--- config.mk ---
export PLATFORM = sky130hd
export DESIGN_NAME = idle_standby_control
export DESIGN_NICKNAME = d
export VERILOG_FILES = /design/src/verilog/idle_standby_control.v
export VERILOG_INCLUDE_DIRS = /design/src /design/src/verilog
export SDC_FILE = /design/constraint.sdc
export NUM_CORES = 1
export LEC_CHECK = 0
export BUFFER_PORTS_ARGS = -buffer_cell sky130_fd_sc_hd__buf_2
export CAP_MARGIN = 20
export CORE_ASPECT_RATIO = 0.9
export CORE_MARGIN = 4
export CORE_UTILIZATION = 47
export CTS_CLUSTER_SIZE = 12
export DETAILED_ROUTE_END_ITERATION = 10
export PLACE_DENSITY = 0.88
export SYNTH_ARGS = -nofsm -noshare
export SYNTH_HDL_FRONTEND = slang
export SYNTH_SLANG_ARGS = --single-unit
export TNS_END_PERCENT = 50
--- constraint.sdc ---
create_clock -name clk -period 2 [get_ports clk]
set_input_delay 0 -clock clk [delete_from_list [all_inputs] [get_ports clk]]
set_output_delay 0 -clock clk [all_outputs]
set_load 0.005 [all_outputs]
--- src/verilog/idle_standby_map.vh ---
// Register offsets, field positions, reset values and timing counts
// for the IDLE standby controller.
// Assumes an 8-bit register port with a 4-bit word address.
`ifndef IDLE_STANDBY_MAP_VH
`define IDLE_STANDBY_MAP_VH

// ****************************************
// Register offsets
// ****************************************
`define OFS_POWER_SAVE_MODE 4'h0
`define OFS_STANDBY_CONTROL 4'h1
`define OFS_CLOCK_SELECT 4'h2
`define OFS_STANDBY_STATUS 4'h3

// ****************************************
// Field positions
// ****************************************
// Mode register: 0 selects IDLE
`define BIT_POWER_SAVE_SELECT 0
// Control register
`define BIT_STANDBY_TRIGGER 1
`define BIT_MASKABLE_WAKE_MASK 4
`define BIT_PIN_NMI_WAKE_MASK 5
`define BIT_WATCHDOG_NMI_WAKE_MASK 6
// Clock select register
`define BIT_SUBCLOCK_USED 0
`define BIT_CPU_ON_SUBCLOCK 1
`define BIT_WATCH_ON_MAIN 2
`define BIT_T16CH1_FROM_WATCH 3
`define BIT_T8_EXT_BASE 4
`define BIT_T8_MATCH_BASE 6
// Status register
`define BIT_STAT_IDLE 0
`define BIT_STAT_ENTERING 1
`define BIT_STAT_WOKE_NMI 2
`define BIT_STAT_WOKE_MASKABLE 3
`define BIT_STAT_WOKE_ACK 4
`define BIT_STAT_WOKE_RESET 5

// ****************************************
// Reset values
// ****************************************
`define RST_POWER_SAVE_MODE 8'h00
`define RST_STANDBY_CONTROL 8'h00
`define RST_CLOCK_SELECT 8'h00

// ****************************************
// Timing
// ****************************************
// Clock period in ns and the settle time before the gates close
`define CLK_PERIOD_NS 10
`define ENTRY_SETTLE_NS 20
`define ENTRY_SETTLE_CYCLES ((`ENTRY_SETTLE_NS + `CLK_PERIOD_NS - 1) / `CLK_PERIOD_NS)

`endif

--- src/verilog/idle_standby_control.v ---
// IDLE standby controller: entry by register write, clock gating of the
// CPU and gated peripherals, wake decision and post-wake direction.
// Assumes one 100 MHz main clock, synchronous inputs, a simple register
// port and an interrupt controller that reports priorities.
//
// Behaviour
// Select bit 0 plus trigger enters IDLE
// IDLE gates CPU and peripheral clocks off
// RAM held; subclock peripherals keep clocking
// Wake returns to normal with no wait
// Software puts five NOPs after trigger write
// Wake on NMI, watchdog, IRQs, resets
// Any unmasked request wakes regardless of priority
// Lower priority in handler: wake, stay pending
// Higher priority or NMI: wake and acknowledge
// NMI wake branches to its handler
// Maskable wake: disabled resumes, enabled may branch
// Wake mask bits set block the wake
// Reset wake performs ordinary reset sequence
// Interrupt controller and most timers stop
// Timer16 ch1 runs only from watch interrupt
// Timer8 runs from external or ch1 match
// Clock gates switch synchronously, glitch free

`timescale 1ns/100ps
`default_nettype none
`include "idle_standby_map.vh"

module idle_standby_control (
    // Clock and reset
    input wire clk,
    input wire reset_n,
    // Register port
    input wire [3:0] reg_addr,
    input wire [7:0] reg_wdata,
    input wire reg_write,
    input wire reg_read,
    output reg [7:0] reg_rdata,
    // Wake sources
    input wire nmi_pin,
    input wire watchdog_b_interrupt,
    input wire watchdog_b_reset,
    input wire [7:0] external_irq_pins,
    input wire [7:0] external_irq_enable,
    input wire peripheral_irq,
    // Interrupt controller state
    input wire irq_globally_enabled,
    input wire in_service,
    input wire [2:0] request_priority,
    input wire [2:0] service_priority,
    // Clock enables
    output reg main_osc_enable,
    output reg cpu_clk_enable,
    output reg gated_periph_clk_enable,
    output reg subclock_periph_clk_enable,
    output reg watch_main_clk_enable,
    output reg timer16_ch1_clk_enable,
    output reg [1:0] timer8_clk_enable,
    output reg ram_hold,
    // Wake results
    output reg wake_nmi_branch,
    output reg wake_irq_ack,
    output reg wake_resume_next,
    output reg wake_reset_request
);

    // ****************************************
    // States
    // ****************************************
    localparam [1:0] st_normal = 2'b00;
    localparam [1:0] st_entering = 2'b01;
    localparam [1:0] st_idle = 2'b10;
    // Count held as an integer first so the cut to three bits is deliberate
    localparam integer settle_total = `ENTRY_SETTLE_CYCLES;
    localparam [2:0] settle_count = settle_total[2:0];
    localparam [7:0] mode_reset = `RST_POWER_SAVE_MODE; // Mode register after reset

    // ****************************************
    // Functions
    // ****************************************

    // Timer8 keeps counting in IDLE from its own pin or the ch1 match
    function timer8_may_run;
        input ext_sel;
        input match_sel;
        input ch1_running;
        begin
            timer8_may_run = ext_sel | (match_sel & ch1_running);
        end
    endfunction

    // ****************************************
    // Registers and state
    // ****************************************
    reg [1:0] state; // Controller state
    reg [1:0] next_state; // State for next cycle
    reg [2:0] settle; // Cycles left before gates close
    reg power_save_select_bit; // Mode select, 0 picks IDLE
    reg maskable_wake_mask; // Blocks maskable wake when set
    reg pin_nmi_wake_mask; // Blocks pin NMI wake when set
    reg watchdog_nmi_wake_mask; // Blocks watchdog NMI wake when set
    reg [7:0] clock_select; // Clock source selections
    reg woke_nmi; // Last wake was by NMI
    reg woke_maskable; // Last wake was maskable
    reg woke_ack; // Last wake was acknowledged
    reg woke_reset; // Last IDLE ended by watchdog reset
    wire in_idle; // Gates closed now
    wire nmi_wake; // Unmasked non-maskable request
    wire maskable_wake; // Unmasked maskable request
    wire higher_priority; // Request beats the one in service
    wire wdt_reset_wake; // Watchdog reset that ends IDLE
    wire trigger_write; // Valid IDLE entry write
    wire ch1_run; // Timer16 ch1 allowed in IDLE
    wire watch_running; // Watch timer has a clock in IDLE
    wire [1:0] t8_run; // Timer8 allowed in IDLE
    wire [7:0] status_word; // Status read value

    assign in_idle = (state == st_idle);

    // ****************************************
    // Wake decode
    // ****************************************

    // mask bits
    // NMI sources
    assign nmi_wake = (nmi_pin & ~pin_nmi_wake_mask)
        | (watchdog_b_interrupt & clock_select[`BIT_CPU_ON_SUBCLOCK] & ~watchdog_nmi_wake_mask);

    // any unmasked request
    // maskable gate
    assign maskable_wake = ~maskable_wake_mask
        & ((|(external_irq_pins & external_irq_enable)) | peripheral_irq);

    // Lower code is the more urgent priority
    assign higher_priority = ~in_service | (request_priority < service_priority);

    // watchdog reset wake
    // Only counts when the CPU runs on the subclock; otherwise it is stopped.
    assign wdt_reset_wake = watchdog_b_reset & clock_select[`BIT_CPU_ON_SUBCLOCK];

    // entry condition
    // The select bit is taken as it stood before this write.
    assign trigger_write = reg_write & (reg_addr == `OFS_STANDBY_CONTROL)
        & reg_wdata[`BIT_STANDBY_TRIGGER] & ~power_save_select_bit & (state == st_normal);

    // ****************************************
    // Peripheral run decode
    // ****************************************

    // watch clock
    assign watch_running = clock_select[`BIT_SUBCLOCK_USED] | clock_select[`BIT_WATCH_ON_MAIN];
    // ch1 source
    assign ch1_run = clock_select[`BIT_T16CH1_FROM_WATCH] & watch_running;

    // timer8 sources
    genvar m;
    generate
        for (m = 0; m < 2; m = m + 1) begin : g_t8
            assign t8_run[m] = timer8_may_run(clock_select[`BIT_T8_EXT_BASE + m],
                clock_select[`BIT_T8_MATCH_BASE + m], ch1_run);
        end
    endgenerate

    // ****************************************
    // Next state
    // ****************************************

    // Entry waits a short settle time; exit is at once
    always @* begin
        next_state = state;
        case (state)
            st_normal: begin
                if (trigger_write) begin
                    next_state = st_entering;
                end
            end
            st_entering: begin
                // Wake before the gates close simply cancels entry
                if (nmi_wake | maskable_wake) begin
                    next_state = st_normal;
                end else if (settle == 3'h0) begin
                    next_state = st_idle;
                end
            end
            st_idle: begin
                // immediate return
                if (nmi_wake | maskable_wake) begin
                    next_state = st_normal;
                end
            end
            default: begin
                next_state = st_normal;
            end
        endcase
    end

    // ****************************************
    // State and registers
    // ****************************************

    // reset wake
    // A watchdog reset takes the same path as the pin reset.
    always @(posedge clk) begin
        if (!reset_n || wdt_reset_wake) begin
            state <= st_normal;
            settle <= 3'h0;
            power_save_select_bit <= mode_reset[`BIT_POWER_SAVE_SELECT];
            maskable_wake_mask <= 1'b0;
            pin_nmi_wake_mask <= 1'b0;
            watchdog_nmi_wake_mask <= 1'b0;
            clock_select <= `RST_CLOCK_SELECT;
            woke_nmi <= 1'b0;
            woke_maskable <= 1'b0;
            woke_ack <= 1'b0;
        end else begin
            state <= next_state;
            // Settle counter loads on entry and counts down
            if (trigger_write) begin
                settle <= settle_count - 3'h1;
            end else if (settle != 3'h0) begin
                settle <= settle - 3'h1;
            end
            // Register writes are only possible while the CPU runs
            if (reg_write && reg_addr == `OFS_POWER_SAVE_MODE) begin
                power_save_select_bit <= reg_wdata[`BIT_POWER_SAVE_SELECT];
            end
            if (reg_write && reg_addr == `OFS_STANDBY_CONTROL) begin
                maskable_wake_mask <= reg_wdata[`BIT_MASKABLE_WAKE_MASK];
                pin_nmi_wake_mask <= reg_wdata[`BIT_PIN_NMI_WAKE_MASK];
                watchdog_nmi_wake_mask <= reg_wdata[`BIT_WATCHDOG_NMI_WAKE_MASK];
            end
            if (reg_write && reg_addr == `OFS_CLOCK_SELECT) begin
                clock_select <= reg_wdata;
            end
            // Wake cause is recorded on leaving IDLE
            if (in_idle && next_state == st_normal) begin
                woke_nmi <= nmi_wake;
                woke_maskable <= ~nmi_wake;
                woke_ack <= nmi_wake | (higher_priority & irq_globally_enabled);
            end
        end
    end

    // Reset cause survives its own reset so software can see it
    always @(posedge clk) begin
        if (!reset_n) begin
            woke_reset <= 1'b0;
        end else if (wdt_reset_wake) begin
            woke_reset <= in_idle;
        end else if (trigger_write) begin
            woke_reset <= 1'b0;
        end
    end

    // ****************************************
    // Clock gates
    // ****************************************

    // registered gates
    // Enables change only on the clock edge, so the cell gates see clean levels.
    always @(posedge clk) begin
        if (!reset_n || wdt_reset_wake) begin
            main_osc_enable <= 1'b1;
            cpu_clk_enable <= 1'b1;
            gated_periph_clk_enable <= 1'b1;
            subclock_periph_clk_enable <= 1'b1;
            watch_main_clk_enable <= 1'b1;
            timer16_ch1_clk_enable <= 1'b1;
            timer8_clk_enable <= 2'b11;
            ram_hold <= 1'b0;
        end else begin
            // oscillator stays on
            main_osc_enable <= 1'b1;
            // CPU gated
            cpu_clk_enable <= (next_state != st_idle);
            // stopped blocks
            gated_periph_clk_enable <= (next_state != st_idle);
            // subclock peripherals
            subclock_periph_clk_enable <= 1'b1;
            // main clock to watch timer
            watch_main_clk_enable <= (next_state != st_idle)
                | (~clock_select[`BIT_SUBCLOCK_USED] & clock_select[`BIT_WATCH_ON_MAIN]);
            // ch1 enable
            timer16_ch1_clk_enable <= (next_state != st_idle) | ch1_run;
            // timer8 enables
            timer8_clk_enable <= {2{next_state != st_idle}} | t8_run;
            // RAM write block
            ram_hold <= (next_state == st_idle);
        end
    end

    // ****************************************
    // Wake direction pulses
    // ****************************************

    // One-cycle pulses to the CPU sequencer on the wake edge
    always @(posedge clk) begin
        if (!reset_n) begin
            wake_nmi_branch <= 1'b0;
            wake_irq_ack <= 1'b0;
            wake_resume_next <= 1'b0;
            wake_reset_request <= 1'b0;
        end else begin
            wake_reset_request <= wdt_reset_wake & in_idle;
            if (in_idle && next_state == st_normal && !wdt_reset_wake) begin
                // NMI branch
                wake_nmi_branch <= nmi_wake;
                // acknowledge higher
                // enabled may branch
                wake_irq_ack <= ~nmi_wake & higher_priority & irq_globally_enabled;
                // lower stays pending
                // disabled resumes
                wake_resume_next <= ~nmi_wake & ~(higher_priority & irq_globally_enabled);
            end else begin
                wake_nmi_branch <= 1'b0;
                wake_irq_ack <= 1'b0;
                wake_resume_next <= 1'b0;
            end
        end
    end

    // ****************************************
    // Register read
    // ****************************************

    assign status_word = {2'b00, woke_reset, woke_ack, woke_maskable, woke_nmi,
        (state == st_entering), in_idle};

    // Read data stands one cycle after the strobe; unmapped reads give zero
    always @(posedge clk) begin
        if (!reset_n) begin
            reg_rdata <= 8'h00;
        end else if (reg_read) begin
            case (reg_addr)
                `OFS_POWER_SAVE_MODE: begin
                    reg_rdata <= {7'h00, power_save_select_bit};
                end
                `OFS_STANDBY_CONTROL: begin
                    // Trigger bit always reads back 0
                    reg_rdata <= {1'b0, watchdog_nmi_wake_mask, pin_nmi_wake_mask,
                        maskable_wake_mask, 4'h0};
                end
                `OFS_CLOCK_SELECT: begin
                    reg_rdata <= clock_select;
                end
                `OFS_STANDBY_STATUS: begin
                    reg_rdata <= status_word;
                end
                default: begin
                    reg_rdata <= 8'h00;
                end
            endcase
        end else begin
            reg_rdata <= 8'h00;
        end
    end

endmodule

`default_nettype wire

==> results of run 1 <==
-- metal layers --
metal,track usage (%),part of all wire [%]
met2,28.9,45
met1,22.9,43
met3,4.45,9.6
met4,9.27,2.8
met5,0,0
-- cell usage in the layout (no fill, tap or decap), types with 3 or more instances in the layout --
master | synthesis | layout
buf_2 | 1 | 62
dfxtp_1 | 39 | 39
nor2_1 | 27 | 27
mux2i_1 | 16 | 16
nand2_1 | 10 | 10
inv_1 | 8 | 8
nand2b_1 | 8 | 8
dlygate4sd3_1 | 0 | 8
a21oi_1 | 7 | 7
nand3_1 | 5 | 5
a22oi_1 | 5 | 5
clkbuf_8 | 0 | 5
ha_1 | 4 | 4
buf_4 | 3 | 4
nor2b_1 | 3 | 3
o21ai_0 | 3 | 3
nor3_1 | 3 | 3
-- worst min path at each step --
| stage | from | slack (ns) | to | depth (start not counted) |
|---|---|---|---|---|
| after floorplan | reg_wdata[0] | 0.14 | clock_select[0] | 2 |
| after detailed placement | reg_wdata[7] | 0.24 | clock_select[7] | 3 |
| after CTS | watchdog_b_reset | 0.005 | wake_reset_request | 3 |
| after global routing | watchdog_b_reset | 0.007 | wake_reset_request | 3 |
| after global placement | reg_wdata[7] | 0.23 | clock_select[7] | 3 |
| final | watchdog_b_reset | 0.008 | wake_reset_request | 3 |
-- registers in the layout, indices dropped and copies added, names as in the netlist, 2 cells and up --
| signal | cells |
|---|---|
| clock_select | 8 |
| reg_rdata | 8 |
| settle | 3 |
| state | 2 |
| timer8_clk_enable | 2 |
-- stage by stage --
| stage | cell area, um^2 | cells | power [W] | hold slack, ns | util, % |
|---|---|---|---|---|---|
| finish | 2170 | 289 | 0.00184 | 0.00757 | 68.7 |
| global route | 2170 | 289 | 0.00191 | 0.00720 | 68.7 |
| CTS | 2170 | 289 | 0.00185 | 0.00470 | 68.7 |
| detailed placement | 1960 | 273 | 0.00108 | 0.237 | 61.9 |
| global placement | 1960 | 273 | 0.00107 | 0.233 | 61.9 |
| floorplan | 1600 | 171 | 0.00100 | 0.144 | - |
-- area by class of cell --
class | instances | area, um^2
clock buffer | 6 | 72.6
fill | 248 | 991
tap | 42 | 52.6
timing repair buffer | 74 | 420
sequential | 39 | 781
clock inverter | 2 | 60.1
inverter | 8 | 30.0
multi-input combinational | 118 | 754
-- power groups by stage --
stage,Combinational (W),Sequential [W],Clock [W]
5_1_grt,0.000284,0.000825,0.000802
6_report,0.000256,0.000824,0.000762
2_1_floorplan,0.000165,0.000837,0
3_5_place_dp,0.000242,0.000841,0
3_3_place_gp,0.000232,0.000839,0
4_1_cts,0.000255,0.000823,0.000769
-- critical path, cell delays in order (launching register included) --
cell and delay (ns):
dfxtp_1 0.32, inv_1 0.09, ha_1 0.18, nand2b_1 0.14, o21ai_0 0.22, nand2_1 0.11
nor3_1 0.20, buf_4 0.18, o21ai_1 0.06
-- repair_timing --
item                      CTS  global route
hold buffers                8             0
hold endpoints to repair   12             0
gates resized for setup     0             0
-- cell families (layout without fill, tap and decap cells) --
kind of cell    Yosys count  in the layout  synth area share [%]
compound gates           28             28                  11.7
flops                    39             39                  48.9
mux                      18             18                  11.4
buf+inv                  14             90                  4.08
fa+ha+maj                 4              4                  3.13
xor+xnor                  1              1                 0.549
other cells               1              2                 0.235
simple gates             65             65                  20.0
==> results_dict.tcl, run 1 <==
set metrics [dict create \
    status "finished clean" \
    gr-usage-all-layers_pct 18.2 \
    clock_latency_ns 0.29 \
    peakVddDrop_mv 0.442 \
    clockBufferDepth 2 \
    grt_pass1_wl_um 6390 \
    cts_sinks 39 \
    via_per_inst 5.13 \
    die_w_um 69.4 \
    ys_top_cells_by_area "dfxtp_1 49%, mux2i_1 10%, nor2_1 6.3%" \
    drt_iter0_drc 71 \
    pwr-share-clk_pct 41.4 \
    timing.fmax_mhz 618 \
    clk_pin_slew_ns 0.07 \
    cts_buffers 5 \
    synth_edf_count 0 \
    slew_headroom_pct 63.1 \
    fin_crit_ns 1.62 \
    drive_gt1_share_pct 32.4 \
    start_kind "flop" \
    ys_seq_area_share_pct 48.9 \
    rr_worst_depth 8 \
    r2r-start "settle[0]" \
    overflow 0 \
    synth_common_cells "39 x dfxtp_1, 27 x nor2_1, 16 x mux2i_1" \
    portBuffers 62 \
    maxCapViolCount 0 \
    p_int_w 0.00143 \
    dp_hpwl_um 3050 \
    worstMarginPinSlew_ns 0.552 \
    place_congestion 0.823 \
    finalSetupViolations 0 \
    worstPathRequired_ns 2.19 \
    area_growth_pct 36.0 \
    synth.most_common_cell "dfxtp_1" \
    design.core.area_um2 3160 \
    setup_ws_ns 0.382 \
    synth_area_um2 1600 \
    post_cts_buffers 0 \
    crit_fanout 6 \
    syn_avg_cell_area_um2 9.39 \
    grt_pass1_vias 1387 \
    final_nets 294 \
    syn-instance-count 170 \
    synth_flop_cell "dfxtp_1" \
    vias 1484 \
    critPathKind "reg -> reg" \
    r2r_setup_slack_ns 0.38 \
    antenna_found_initial 0 \
    power_frac_comb_pct 13.9 \
    htreeDepth 2 \
    ys_ff_latch 39 \
    drv_slew 0 \
    routedWlPerCell_um 13.3 \
    hold_viol 0 \
    critPathCaptureType "flop" \
    pwr-share-seq_pct 44.7 \
    fin_worst_skew_ns 0.00404 \
    p_switching_w 0.000409 \
    die_area_um2 4390 \
    cts_root_buf "clkbuf_8" \
    cp-endpoint "watch_main_clk_enable" \
    min_period_over_period_pct 80.9 \
    die_h_um 63.3 \
    synth-async-reset-ratio_pct 0 \
    synth_top_area_share_pct 48.9 \
    crit_path_start "settle[0]" \
    grt_max_degree 15 \
    drt_wl_total_um 3850 \
    p_sw_share_pct 22.2 \
    tritoncts "yes" \
    leakage_nw 1.04 \
    std_cell_rows 19 \
    yosys_warnings 0 \
    reg2reg_to "watch_main_clk_enable" \
    rsz0062_at_grt "no" \
    power_density_nw_per_um2 848 \
    hp-class "in -> reg" \
    yosys.area.top_type "dfxtp_1" \
    io_pins 65 \
    antenna_cells 0 \
    yosysUniqueCellTypes 35 \
    initial_core_util_pct 50.5 \
    cp.arrival_ns 1.80 \
    place_ws_ns 0.408 \
    fin_tns_setup_ns 0 \
    ant_nets 0 \
    dr.pass1.iters 4 \
    drc 0 \
]
No activity file was read; power rests on OpenSTA's default activity.
==> inputs of run 2 (changes only) <==
- ABC_AREA: unset -> 1
- CORE_UTILIZATION: 47 -> 48
- PLACE_DENSITY: 0.88 -> 0.89
- clock period: 2 -> 1.6 ns (I/O delays scaled with it)
==> results_dict.tcl, run 2 <==
set metrics [dict create \
    status "finished clean" \
    syn_avg_cell_area_um2 7.97 \
    clockBufferDepth 2 \
    synth_area_um2 1710 \
    maxCapViolCount 0 \
    clk_pin_slew_ns 0.07 \
    fin_tns_setup_ns 0 \
    cp.arrival_ns 1.59 \
    drive_gt1_share_pct 31.3 \
    hold_viol 0 \
    htreeDepth 2 \
    synth.most_common_cell "nand2_1" \
    die_w_um 70.8 \
    die_h_um 64.5 \
    dp_hpwl_um 3120 \
    final_cell_mix "62 x buf_2, 42 x nand2_1, 39 x dfxtp_1" \
    finalSetupViolations 0 \
    fin_worst_skew_ns 0.00381 \
    hp-class "in -> reg" \
    peakVddDrop_mv 0.836 \
    drt_wl_total_um 3910 \
    reg_top3 "clock_select: 8 flops, reg_rdata: 8 flops, settle: 3 flops" \
    synth_edf_count 0 \
    synth-async-reset-ratio_pct 0 \
    grt_pass1_wl_um 6350 \
    synth_flop_cell "dfxtp_1" \
    timing.fmax_mhz 705 \
    die_area_um2 4570 \
    gr-usage-all-layers_pct 17.6 \
    yosys_warnings 0 \
    cts_sinks 39 \
    final_nets 332 \
    grt_pass1_vias 1462 \
    ys_seq_area_share_pct 45.8 \
    critPathCaptureType "flop" \
    antenna_found_initial 0 \
    use_met2_pct 29.4 \
    leakage_nw 1.08 \
    met3_usage_pct 4.19 \
    place_congestion 0.861 \
    synth_top_area_share_pct 45.8 \
    tritoncts "yes" \
    synth_common_cells "42 x nand2_1, 39 x dfxtp_1, 36 x inv_1" \
    final_core_util_pct 63.8 \
    antenna_cells 0 \
    vias 1598 \
    grt_max_degree 15 \
    post_cts_buffers 0 \
    crit_fanout 6 \
    routedWlPerCell_um 11.9 \
    yosysUniqueCellTypes 31 \
    rsz0062_at_grt "no" \
    design.core.area_um2 3400 \
    fillers 296 \
    critPathKind "reg -> reg" \
    ys_top_cells_by_area "dfxtp_1 46%, nand2_1 9.2%, inv_1 7.9%" \
    worstPathRequired_ns 1.77 \
    yosys.area.top_type "dfxtp_1" \
    initial_core_util_pct 50.1 \
    clock_latency_ns 0.29 \
    portBuffers 62 \
    start_kind "flop" \
    power_density_nw_per_um2 947 \
    fin_crit_ns 1.42 \
    gr-usage-met1_pct 21.3 \
    final_common_cell "buf_2" \
    busiest_layer "met2" \
    area_growth_pct 27.3 \
    min_period_over_period_pct 88.7 \
    drt_iter0_drc 79 \
    drc 0 \
    drv_slew 0 \
    syn-instance-count 214 \
    ys_ff_latch 39 \
    cts_root_buf "clkbuf_8" \
    io_pins 65 \
    ant_nets 0 \
    cts_buffers 5 \
    std_cell_rows 20 \
    overflow 0 \
    via_per_inst 4.87 \
    dr.pass1.iters 5 \
    holdWs_ns 0.00515 \
]
-- run 2: changes by cell type after synthesis, moves of 3 or more --
cell      delta
inv_1       +28
nand2_1     +32
nand4_1      +7
mux2i_1     -16
a22oi_1      -5
o221ai_1     +3
nor2_1      -16
nand2b_1     -8
a21oi_1     +13
nor2_4       +3
nor2b_1      -3
o21ai_0      +6
-- run 2: per-layer routing --
metal	share of wire, %	wire length, um
met1	40	1570
met2	50	1940
met3	8.1	318
met4	2.0	78
met5	0	0
-- run 2: area by class of cell --
cell class / instances / area, um^2 / area share, %
sequential: 39 / 781 / 36.0
multi-input combinational: 131 / 734 / 33.8
timing repair buffer: 67 / 358 / 16.5
inverter: 40 / 155 / 7.15
clock buffer: 6 / 82.6 / 3.80
tap: 44 / 55.1 / 2.54
clock inverter: 1 / 5.00 / 0.231
-- run 2: cells by family (layout without fill, tap and decap cells) --
| group | count (synthesis) | count (layout) | synth area share [%] |
|---|---|---|---|
| other | 1 | 2 | 0.220 |
| adder cells (fa/ha/maj) | 4 | 4 | 2.93 |
| XOR/XNOR | 1 | 1 | 0.514 |
| AND/OR/NAND/NOR | 82 | 82 | 23.9 |
| AO/OA/AOI/OAI | 42 | 42 | 15.1 |
| flip-flops | 39 | 39 | 45.8 |
| buffers and inverters | 45 | 114 | 11.5 |
-- run 2: worst max-delay path: stages, from the launching register on --
cell and delay (ns):
dfxtp_1 0.31, inv_1 0.10, ha_1 0.16, inv_1 0.05, nor2_2 0.18, nand2_1 0.12, a21oi_4 0.20, nand2_4 0.09
inv_4 0.06, nand2_1 0.04
-- run 2: metrics by stage --
stage	setup WS [ns]	instance area, um^2	std cells	total power [W]
2_1_floorplan	0.267	1710	215	0.00130
3_3_place_gp	0.163	2040	317	0.00139
3_5_place_dp	0.119	2040	317	0.00141
4_1_cts	0.0794	2170	328	0.00206
5_1_grt	0.100	2170	328	0.00215
6_report	0.181	2170	328	0.00206
-- run 2: path summary, 6_finish.rpt --
kind	startpoint	endpoint	slack (ns)	cells after the start
setup / recovery	settle[0]	timer16_ch1_clk_enable	0.18	9
hold / removal	reg_wdata[4]	clock_select[4]	0.005	3
setup reg to reg	settle[0]	timer16_ch1_clk_enable	0.18	9
hold reg to reg	woke_nmi	woke_nmi	0.45	2
-- run 2: where the power goes --
part	switching (W)	total (W)	internal [W]	leakage [nW]
logic	0.000207	0.000371	0.000163	0.717
registers	0.0000231	0.00104	0.00101	0.315
clock network	0.000312	0.000650	0.000337	0.0470
-- run 2: what timing repair did --
action                     4_1_cts  5_1_grt
setup endpoints to repair        0        2
hold buffers                     4        0
resized for setup                0        1
hold endpoints to repair         4        0
